==> src/shared/phy_mgmt_params.svh <==
// Constants for the management register bank: offsets, field positions,
// reset values and frame counts. Included by the design.
`ifndef PHY_MGMT_PARAMS_SVH
`define PHY_MGMT_PARAMS_SVH

// ==========================================================
// Register offsets on the management bus
`define REG_IRQ_CTRL_STAT   5'h15
`define REG_RX_ERR_CNT      5'h16
`define REG_LINK_DROP_CNT   5'h17
`define REG_STRAP_LATCH     5'h18

// ==========================================================
// Interrupt register fields
`define IRQ_PEND_BIT        15
`define IRQ_DUPLEX_MASK_BIT 11
`define IRQ_SPEED_MASK_BIT  10
`define IRQ_LINK_MASK_BIT   9
`define IRQ_GLOBAL_MASK_BIT 8
`define IRQ_DUPLEX_CHG_BIT  4
`define IRQ_SPEED_CHG_BIT   3
`define IRQ_LINK_CHG_BIT    2
`define IRQ_STATUS_BIT      0
`define IRQ_MASK_RESET      4'hF

// ==========================================================
// Strap latch register
`define STRAP_WIDTH         14
`define STRAP_RESET         14'h04E0

// ==========================================================
// Management frame counts and opcodes, strap settle count
`define MGMT_PREAMBLE_ONES  6'h20
`define MGMT_HDR_BITS       4'hD
`define MGMT_OP_READ        2'h2
`define MGMT_OP_WRITE       2'h1
`define MGMT_DATA_BITS      4'hF
`define STRAP_SETTLE        2'h2

`endif

==> src/shared/phy_mgmt_pkg.sv <==
// Types for the management register bank.
// Assumes the constants header is on the include path.
package phy_mgmt_pkg;
  // ==========================================================
  // Management frame receiver states
  typedef enum logic [1:0] {
    MF_PREAMBLE,
    MF_HEADER,
    MF_TURNAROUND,
    MF_DATA
  } mgmt_state_t;
endpackage

==> src/hw/phy_irq_counter_strap_regs.sv <==
// Vendor management registers of the transceiver: interrupt control and
// status, receive error and disconnect counters, reset strap latch, all
// reached by a management frame slave on the serial MDC/MDIO pins.
// Assumes link/speed/duplex status, error pulses and the station address
// come from logic on clk_sys; MDC, MDIO and strap pins are asynchronous.
`timescale 1ns/1ns
`include "phy_mgmt_params.svh"

module phy_irq_counter_strap_regs (
  input  wire logic       clk_sys,
  input  wire logic       nrst,
  input  wire logic       mdc,
  input  wire logic       mdio_i,
  output logic            mdio_o,
  output logic            mdio_oe,
  output logic            mgmt_irq_n,
  input  wire logic [4:0] phy_station_address,
  input  wire logic       link_status,
  input  wire logic       speed_status,
  input  wire logic       duplex_status,
  input  wire logic       rx_error_event,
  input  wire logic       txclk_pin,
  input  wire logic       cable_sense_pin,
  input  wire logic       col_pin,
  input  wire logic       rxclk_pin,
  input  wire logic       rxdv_pin,
  input  wire logic       rxer_pin,
  input  wire logic       link_led_pin,
  input  wire logic       speed_led_pin,
  input  wire logic       duplex_led_pin,
  input  wire logic       crs_pin,
  input  wire logic       rxd3_pin,
  input  wire logic       rxd2_pin,
  input  wire logic       rxd1_pin,
  input  wire logic       rxd0_pin
);

  // ==========================================================
  // Pin synchronisers
  logic                      mdc_s1_r;
  logic                      mdc_s2_r;
  logic                      mdc_d_r;
  logic                      mdio_s1_r;
  logic                      mdio_s2_r;
  logic [`STRAP_WIDTH-1:0]   strap_raw;
  logic [`STRAP_WIDTH-1:0]   strap_s1_r;
  logic [`STRAP_WIDTH-1:0]   strap_s2_r;

  // Strap pins in register bit order, 13 down to 0
  assign strap_raw = {txclk_pin, cable_sense_pin, col_pin, rxclk_pin, rxdv_pin, rxer_pin,
                      link_led_pin, speed_led_pin, duplex_led_pin, crs_pin,
                      rxd3_pin, rxd2_pin, rxd1_pin, rxd0_pin};

  // Serial pins: two flops each, then a third on MDC for edge detect
  always_ff @(posedge clk_sys or negedge nrst)
  begin
    if (!nrst)
    begin
      mdc_s1_r  <= 1'b0;
      mdc_s2_r  <= 1'b0;
      mdc_d_r   <= 1'b0;
      mdio_s1_r <= 1'b1;
      mdio_s2_r <= 1'b1;
    end
    else
    begin
      mdc_s1_r  <= mdc;
      mdc_s2_r  <= mdc_s1_r;
      mdc_d_r   <= mdc_s2_r;
      mdio_s1_r <= mdio_i;
      mdio_s2_r <= mdio_s1_r;
    end
  end

  // Strap pins, one two-flop stage per bit
  genvar gi;
  generate
    for (gi = 0; gi < `STRAP_WIDTH; gi++)
    begin : g_strap_sync
      always_ff @(posedge clk_sys or negedge nrst)
      begin
        if (!nrst)
        begin
          strap_s1_r[gi] <= 1'b0;
          strap_s2_r[gi] <= 1'b0;
        end
        else
        begin
          strap_s1_r[gi] <= strap_raw[gi];
          strap_s2_r[gi] <= strap_s1_r[gi];
        end
      end
    end
  endgenerate

  // ==========================================================
  // Strap latch: one capture after the synchronisers settle
  logic [1:0]                strap_cnt_r;
  logic                      strap_done_r;
  logic [`STRAP_WIDTH-1:0]   strap_latch_state_r;
  logic                      strap_take;

  assign strap_take = !strap_done_r && (strap_cnt_r == `STRAP_SETTLE);

  // Reset value stands until the pins have passed both flops
  always_ff @(posedge clk_sys or negedge nrst)
  begin
    if (!nrst)
    begin
      strap_cnt_r         <= 2'h0;
      strap_done_r        <= 1'b0;
      strap_latch_state_r <= `STRAP_RESET;
    end
    else if (strap_take)
    begin
      strap_done_r        <= 1'b1;
      strap_latch_state_r <= strap_s2_r;
    end
    else if (!strap_done_r)
    begin
      strap_cnt_r <= strap_cnt_r + 2'h1;
    end
  end

  // ==========================================================
  // Status change detection and counters
  logic                      link_d_r;
  logic                      speed_d_r;
  logic                      duplex_d_r;
  logic                      link_evt;
  logic                      speed_evt;
  logic                      duplex_evt;
  logic                      drop_evt;
  logic [15:0]               rx_error_counter_r;
  logic [7:0]                link_drop_counter_r;

  assign link_evt   = link_status ^ link_d_r;
  assign speed_evt  = speed_status ^ speed_d_r;
  assign duplex_evt = duplex_status ^ duplex_d_r;
  assign drop_evt   = link_d_r && !link_status; // Disconnect is a link fall

  // Counters wrap; software sees them read-only
  always_ff @(posedge clk_sys or negedge nrst)
  begin
    if (!nrst)
    begin
      link_d_r            <= 1'b0;
      speed_d_r           <= 1'b0;
      duplex_d_r          <= 1'b0;
      rx_error_counter_r  <= 16'h0000;
      link_drop_counter_r <= 8'h00;
    end
    else
    begin
      link_d_r   <= link_status;
      speed_d_r  <= speed_status;
      duplex_d_r <= duplex_status;
      if (rx_error_event)
        rx_error_counter_r <= rx_error_counter_r + 16'h0001;
      if (drop_evt)
        link_drop_counter_r <= link_drop_counter_r + 8'h01;
    end
  end

  // ==========================================================
  // Interrupt register
  logic [3:0]                irq_mask_r;   // duplex, speed, link, global
  logic                      link_chg_r;
  logic                      speed_chg_r;
  logic                      duplex_chg_r;
  logic                      irq_status_r;
  logic                      mgmt_irq_n_r;
  logic                      link_chg_nxt;
  logic                      speed_chg_nxt;
  logic                      duplex_chg_nxt;
  logic                      irq_status_nxt;
  logic                      irq_rd_clr;
  logic                      mask_wr;
  logic [15:0]               wr_data;

  // A change in the read cycle survives the clear
  assign duplex_chg_nxt = (duplex_chg_r && !irq_rd_clr) || duplex_evt;
  assign speed_chg_nxt  = (speed_chg_r && !irq_rd_clr) || speed_evt;
  assign link_chg_nxt   = (link_chg_r && !irq_rd_clr) || link_evt;
  assign irq_status_nxt = !irq_mask_r[0] && (
                          (duplex_chg_nxt && !irq_mask_r[3]) ||
                          (speed_chg_nxt && !irq_mask_r[2]) ||
                          (link_chg_nxt && !irq_mask_r[1]));

  // Pin and status bit share one source so they never disagree
  always_ff @(posedge clk_sys or negedge nrst)
  begin
    if (!nrst)
    begin
      irq_mask_r   <= `IRQ_MASK_RESET;
      link_chg_r   <= 1'b0;
      speed_chg_r  <= 1'b0;
      duplex_chg_r <= 1'b0;
      irq_status_r <= 1'b0;
      mgmt_irq_n_r <= 1'b1;
    end
    else
    begin
      if (mask_wr)
        irq_mask_r <= wr_data[`IRQ_DUPLEX_MASK_BIT:`IRQ_GLOBAL_MASK_BIT];
      link_chg_r   <= link_chg_nxt;
      speed_chg_r  <= speed_chg_nxt;
      duplex_chg_r <= duplex_chg_nxt;
      irq_status_r <= irq_status_nxt;
      mgmt_irq_n_r <= !irq_status_nxt;
    end
  end

  // ==========================================================
  // Read data selection
  logic [15:0]               irq_word;
  logic [15:0]               rd_data;
  logic [4:0]                hdr_reg;
  logic                      reg_mapped;

  // Reserved bits read as zero
  assign irq_word = {irq_status_r, 3'b000, irq_mask_r, 3'b000,
                     duplex_chg_r, speed_chg_r, link_chg_r, 1'b0, irq_status_r};
  assign rd_data  = (hdr_reg == `REG_IRQ_CTRL_STAT)  ? irq_word :
                    (hdr_reg == `REG_RX_ERR_CNT)     ? rx_error_counter_r :
                    (hdr_reg == `REG_LINK_DROP_CNT)  ? {8'h00, link_drop_counter_r} :
                    {2'b00, strap_latch_state_r};
  assign reg_mapped = (hdr_reg >= `REG_IRQ_CTRL_STAT) && (hdr_reg <= `REG_STRAP_LATCH);

  // ==========================================================
  // Management frame slave
  phy_mgmt_pkg::mgmt_state_t state_r;
  logic                      mdc_rise;
  logic [5:0]                ones_cnt_r;
  logic [3:0]                bit_cnt_r;
  logic [11:0]               hdr_sr_r;
  logic [12:0]               hdr_full;
  logic [4:0]                reg_sel_r;
  logic                      is_read_r;
  logic                      ta_second_r;
  logic [15:0]               shift_r;
  logic                      mdio_o_r;
  logic                      mdio_oe_r;
  logic                      hdr_last;
  logic                      hdr_ok;
  logic                      hdr_read;
  logic                      data_last;

  assign mdc_rise  = mdc_s2_r && !mdc_d_r;
  assign hdr_full  = {hdr_sr_r, mdio_s2_r};
  assign hdr_last  = (state_r == phy_mgmt_pkg::MF_HEADER) && mdc_rise
                     && (bit_cnt_r == `MGMT_HDR_BITS - 4'h1);
  assign hdr_read  = hdr_full[11:10] == `MGMT_OP_READ;
  assign hdr_reg   = hdr_last ? hdr_full[4:0] : reg_sel_r;
  assign hdr_ok    = hdr_full[12] && (hdr_full[9:5] == phy_station_address)
                     && reg_mapped && (hdr_read || hdr_full[11:10] == `MGMT_OP_WRITE);
  assign data_last = (state_r == phy_mgmt_pkg::MF_DATA) && mdc_rise
                     && (bit_cnt_r == `MGMT_DATA_BITS);
  assign irq_rd_clr = hdr_last && hdr_ok && hdr_read
                      && (hdr_full[4:0] == `REG_IRQ_CTRL_STAT);
  assign wr_data   = {shift_r[14:0], mdio_s2_r};
  assign mask_wr   = data_last && !is_read_r && (reg_sel_r == `REG_IRQ_CTRL_STAT);

  // Frame walk, advanced only on a sampled MDC rise
  always_ff @(posedge clk_sys or negedge nrst)
  begin
    if (!nrst)
    begin
      state_r     <= phy_mgmt_pkg::MF_PREAMBLE;
      ones_cnt_r  <= 6'h00;
      bit_cnt_r   <= 4'h0;
      hdr_sr_r    <= 12'h000;
      reg_sel_r   <= 5'h00;
      is_read_r   <= 1'b0;
      ta_second_r <= 1'b0;
      shift_r     <= 16'h0000;
      mdio_o_r    <= 1'b0;
      mdio_oe_r   <= 1'b0;
    end
    else if (mdc_rise)
    begin
      case (state_r)
        phy_mgmt_pkg::MF_PREAMBLE:
        begin
          if (mdio_s2_r)
          begin
            if (ones_cnt_r != `MGMT_PREAMBLE_ONES)
              ones_cnt_r <= ones_cnt_r + 6'h01;
          end
          else if (ones_cnt_r == `MGMT_PREAMBLE_ONES)
          begin
            state_r   <= phy_mgmt_pkg::MF_HEADER; // First start bit seen
            bit_cnt_r <= 4'h0;
          end
          else
            ones_cnt_r <= 6'h00;
        end
        phy_mgmt_pkg::MF_HEADER:
        begin
          hdr_sr_r  <= hdr_full[11:0];
          bit_cnt_r <= bit_cnt_r + 4'h1;
          if (hdr_last)
          begin
            ones_cnt_r  <= 6'h00;
            reg_sel_r   <= hdr_full[4:0];
            is_read_r   <= hdr_read;
            shift_r     <= rd_data;
            ta_second_r <= 1'b0;
            // Foreign address or register: stay silent
            state_r     <= hdr_ok ? phy_mgmt_pkg::MF_TURNAROUND
                                  : phy_mgmt_pkg::MF_PREAMBLE;
          end
        end
        phy_mgmt_pkg::MF_TURNAROUND:
        begin
          ta_second_r <= 1'b1;
          if (!ta_second_r)
          begin
            mdio_oe_r <= is_read_r; // Drive the turnaround zero
            mdio_o_r  <= 1'b0;
          end
          else
          begin
            state_r   <= phy_mgmt_pkg::MF_DATA;
            bit_cnt_r <= 4'h0;
            mdio_o_r  <= shift_r[15];
            if (is_read_r)
              shift_r <= {shift_r[14:0], 1'b0};
          end
        end
        phy_mgmt_pkg::MF_DATA:
        begin
          bit_cnt_r <= bit_cnt_r + 4'h1;
          mdio_o_r  <= shift_r[15];
          shift_r   <= is_read_r ? {shift_r[14:0], 1'b0} : wr_data;
          if (data_last)
          begin
            state_r   <= phy_mgmt_pkg::MF_PREAMBLE; // Release after last bit
            mdio_oe_r <= 1'b0;
            mdio_o_r  <= 1'b0;
          end
        end
        default:
          state_r <= phy_mgmt_pkg::MF_PREAMBLE;
      endcase
    end
  end

  assign mdio_o     = mdio_o_r;
  assign mdio_oe    = mdio_oe_r;
  assign mgmt_irq_n = mgmt_irq_n_r;

endmodule

==> config.mk <==
export PLATFORM = sky130hd
export DESIGN_NAME = phy_irq_counter_strap_regs
export DESIGN_NICKNAME = d
export VERILOG_FILES = /design/src/shared/phy_mgmt_pkg.sv /design/src/hw/phy_irq_counter_strap_regs.sv
export VERILOG_INCLUDE_DIRS = /design/src /design/src/shared
export SDC_FILE = /design/constraint.sdc
export NUM_CORES = 1
export LEC_CHECK = 0
export BUFFER_PORTS_ARGS = -buffer_cell sky130_fd_sc_hd__buf_2
export CAP_MARGIN = 20
export CORE_UTILIZATION = 60
export DETAILED_ROUTE_END_ITERATION = 8
export PLACE_DENSITY = 0.78
export SLEW_MARGIN = 0
export SYNTH_ARGS = -nofsm -noshare
export SYNTH_HDL_FRONTEND = slang
export SYNTH_SLANG_ARGS = --single-unit
==> constraint.sdc <==
create_clock -name clk_sys -period 3 [get_ports clk_sys]
set_clock_uncertainty 0.1 [all_clocks]
set_input_delay 0.3 -clock clk_sys [delete_from_list [all_inputs] [get_ports clk_sys]]
set_output_delay 0.3 -clock clk_sys [all_outputs]
set_load 0.01 [all_outputs]
==> results summary <==
The flow ran to the end, and the final reports show no timing, DRC or antenna violations. The layout overhead on the synthesized area came out at 18.13%. The overall fraction of global-route tracks in use is 0.2758.

The share of layout cells above drive strength 1 is 0.1950. For this run, the register share of the synthesized area comes to 0.5762. The cell area after synthesis came out at 5887 um^2.

The clock latency on the worst-skew pair is 0.52 ns. The number of synthesized register bits came out at 135. The synthesized netlist net count came out at 564. The count of flip-flops with a built-in enable after synthesis came out at 0. The total clock buffers created by CTS came out at 17. The final weighted congestion in routability-driven placement is 0.8414. The CTS H-tree depth came out at 4. The die width is 101.1 um. The required time of the critical path is 3.33 ns. The synthesized netlist cell count came out at 528. The leakage power total came out at 3.109 nW. In this run the critical register-to-register path is captured at shift_r[0]. The async set or reset register ratio after synthesis is 1.000. The per-cell via count in the routed design came out at 5.723. In this run, the number of DRC markers left after iteration 0 of detailed routing was 319.

The number of max-slew violations in the final report is 0. The floorplan die area is 10210 um^2. The overall overflow remaining after global route is 0.

The number of antenna repair diodes came out at 0. Leaving out fill and tap cells, the most frequent cells in the layout are dfrtp_1 (124), nand2_1 (68), o21ai_0 (28), buf_2 (28), inv_1 (24). After routing, the total negative slack on setup checks comes to 0 ns.

The count of nets left with antenna violations after detail routing is 0. Summed over all layers, the routed wires come to 12370 um. The number of antenna violations at the first check in global routing came to 0. Among all flip-flop cells after synthesis, the most frequent one is dfrtp_1. The reg-to-reg critical path startpoint is state_r[0]. Setup violations remaining at the end of the flow were counted as 0. The synthesis warning total is 0.

The number of filler instances in the final layout is 641. The endpoint arrival time on the critical path came out at 2.81 ns. The port buffer count came out at 29. The mean post-synth cell area came out at 11.15 um^2. The netlist uses 65 different library cells. The total vias in the final route is 4172. Traced cell by cell, the critical path runs through nor4bb_2 -> and3_1 -> a21oi_1 -> buf_4 -> a221o_1 -> a31oi_1.

The reported max-cap violation count is 0. The clock net in this run drives a total of 135 sinks. The class of the tightest hold or removal check is input pin to flip-flop. The path depth of the worst reg2reg path came out at 6.

The actual slew at the worst max-slew pin is 0.7427 ns. The placement row count is 35. The relative slew slack came out at 0.5015. The peak supply drop came out at 0.6351 mV. The number of search-and-repair iterations in the first detailed-routing pass came out at 7.

On the worst path, the slowest cell contributes a delay of 0.58 ns. The setup check on the worst reg-to-reg path leaves a slack of 0.52 ns. The category of the critical setup timing path is flip-flop to flip-flop.

The first global-routing pass estimated 20960 um of wire. Setup repair after global routing left no endpoint under its margin. The detail-routed net length per standard cell is 16.97 um. The total half-perimeter wirelength after legalization and detailed placement came out at 8569 um. After clock tree synthesis, the clock-pin slew on the worst setup and hold paths is 0.06 ns.

The count of final hold-check violations is 0. The effective utilization at floorplan is 0.6282. The power per cell area came out at 786.8 nW/um^2. Dividing the final minimum period by the clock period gives 0.8266. The most common cell after layout, fill and taps aside is dfrtp_1. The critical path capture point is shift_r[0].

The highest-delay cell along the critical path is nor4bb_2. The maximum clock frequency came out at 403.2 MHz. The final net count is 623. STA classifies the critical path endpoint as a flip-flop. The total area inside the core boundary comes to 9371 um^2. The multi-input combinational cells in the finished layout cover a total of 2310 um^2. Along the worst path, the maximum fanout reaches 12. The TritonCTS clock tree is built. The deepest clock path buffer count came out at 2. The minimum clock period after layout is 2.480 ns. The worst setup path is launched from a flip-flop. Entering global routing, the biggest net connects 79 pins. The most critical setup path has its startpoint at state_r[0].

The number of global-route vias before repair is 4283. Across the whole layout, storage elements account for 3392 um^2. The overall power after layout came out at 5.472 mW. The y dimension of the die is 101.1 um. The startpoint identified for the worst hold timing path is phy_station_address[4]. The post-route DRC violation count came out at 0. The number of primary I/O pins is 30.

The root buffer selected by CTS is clkbuf_8.
## layout make-up
| cell class | instances | area share |
|---|---|---|
| clock buffer | 21 | 0.06315 |
| clock inverter | 11 | 0.01457 |
| inverter | 25 | 0.01349 |
| multi-input combinational | 347 | 0.3321 |
| sequential | 135 | 0.4878 |
| tap | 129 | 0.02321 |
| timing repair buffer | 61 | 0.06567 |
## worst max-delay path: cells and delay by family (launching register included)
family	cells	cell delay (ns)
buffers and inverters	1	0.19
AO/OA/AOI/OAI	3	0.60
flip-flops	1	0.56
AND/OR/NAND/NOR	2	0.94
## cell families (layout without fill, tap and decap cells)
group / Yosys count / after routing / share of synthesized area
AO/OA/AOI/OAI: 108 / 108 / 0.1299
XOR/XNOR: 30 / 30 / 0.04463
adder cells (fa/ha/maj): 9 / 9 / 0.01913
buffers and inverters: 46 / 118 / 0.03252
flip-flops: 135 / 135 / 0.5762
multiplexers: 28 / 28 / 0.05122
AND/OR/NAND/NOR: 172 / 172 / 0.1464
## flip-flops by register name, indices dropped and copies added (netlist names), 2 cells and up, named ones only
name,count
rx_error_counter_r,16
shift_r,16
strap_latch_state_r,14
strap_s1_r,14
strap_s2_r,14
hdr_sr_r,12
link_drop_counter_r,8
ones_cnt_r,6
reg_sel_r,5
bit_cnt_r,4
irq_mask_r,4
strap_cnt_r,2
## per-stage QoR
stage | std cells | setup WS [ns] | area [um^2] | utilization | hold WS (ns)
finish | 729 | 0.5201 | 6954 | 0.7421 | 0.2097
global route | 729 | 0.4136 | 6954 | 0.7421 | 0.2359
CTS | 729 | 0.5806 | 6954 | 0.7421 | 0.1925
detailed placement | 676 | 0.6067 | 6203 | 0.6619 | 0.2347
global placement | 676 | 0.6608 | 6203 | 0.6619 | 0.2317
floorplan | 528 | 0.8772 | 5887 | - | -0.09559
## where the power goes
group          internal (mW)  switching [mW]
Combinational          0.466           0.644
Sequential              2.14           0.332
Clock                   1.12           0.772
## how the worst min path moves through the flow
stage,endpoint,cells after the start
floorplan,async pin,0
global placement,strap_s2_r[4],0
detailed placement,strap_s2_r[5],0
CTS,flip-flop,5
global route,flip-flop,5
finish,flip-flop,5
## synthesized netlist by cell type, types with 4 or more instances
| cell type | instances | share of area |
|---|---|---|
| dfrtp_1 | 124 | 0.53 |
| nand2_1 | 68 | 0.043 |
| o21ai_0 | 28 | 0.024 |
| inv_1 | 24 | 0.015 |
| nand3_1 | 22 | 0.019 |
| nor2_1 | 22 | 0.014 |
| a21oi_1 | 19 | 0.016 |
| xnor2_1 | 19 | 0.028 |
| mux2_2 | 17 | 0.033 |
| dfstp_2 | 11 | 0.049 |
| mux2i_1 | 11 | 0.019 |
| nand4_1 | 11 | 0.012 |
| xor2_1 | 11 | 0.016 |
| clkbuf_1 | 10 | 0.0064 |
| buf_2 | 9 | 0.0077 |
| ha_1 | 9 | 0.019 |
| nand2b_1 | 9 | 0.0096 |
| a211oi_1 | 8 | 0.010 |
| o31ai_1 | 8 | 0.010 |
| nor3_1 | 7 | 0.0060 |
| and3_1 | 6 | 0.0064 |
| o21ai_1 | 5 | 0.0043 |
| or2_2 | 5 | 0.0053 |
| a221oi_1 | 4 | 0.0060 |
| nor2b_1 | 4 | 0.0043 |
| o32ai_1 | 4 | 0.0060 |
## what timing repair did
action,in CTS,in global routing
endpoints found under the hold margin,90,0
buffers inserted,0,0
resized for setup,0,0
hold buffers,21,0
endpoints found under the setup margin,0,0
## metal layers
layer	vias to the layer above	global-route usage	wire, um
li1	1979	-	-
met1	2039	0.3614	5549
met2	125	0.4307	5863
met3	29	0.08252	688
met4	0	0.1148	269
met5	-	0	0
Note: power is estimated with default switching activity, not from simulation.
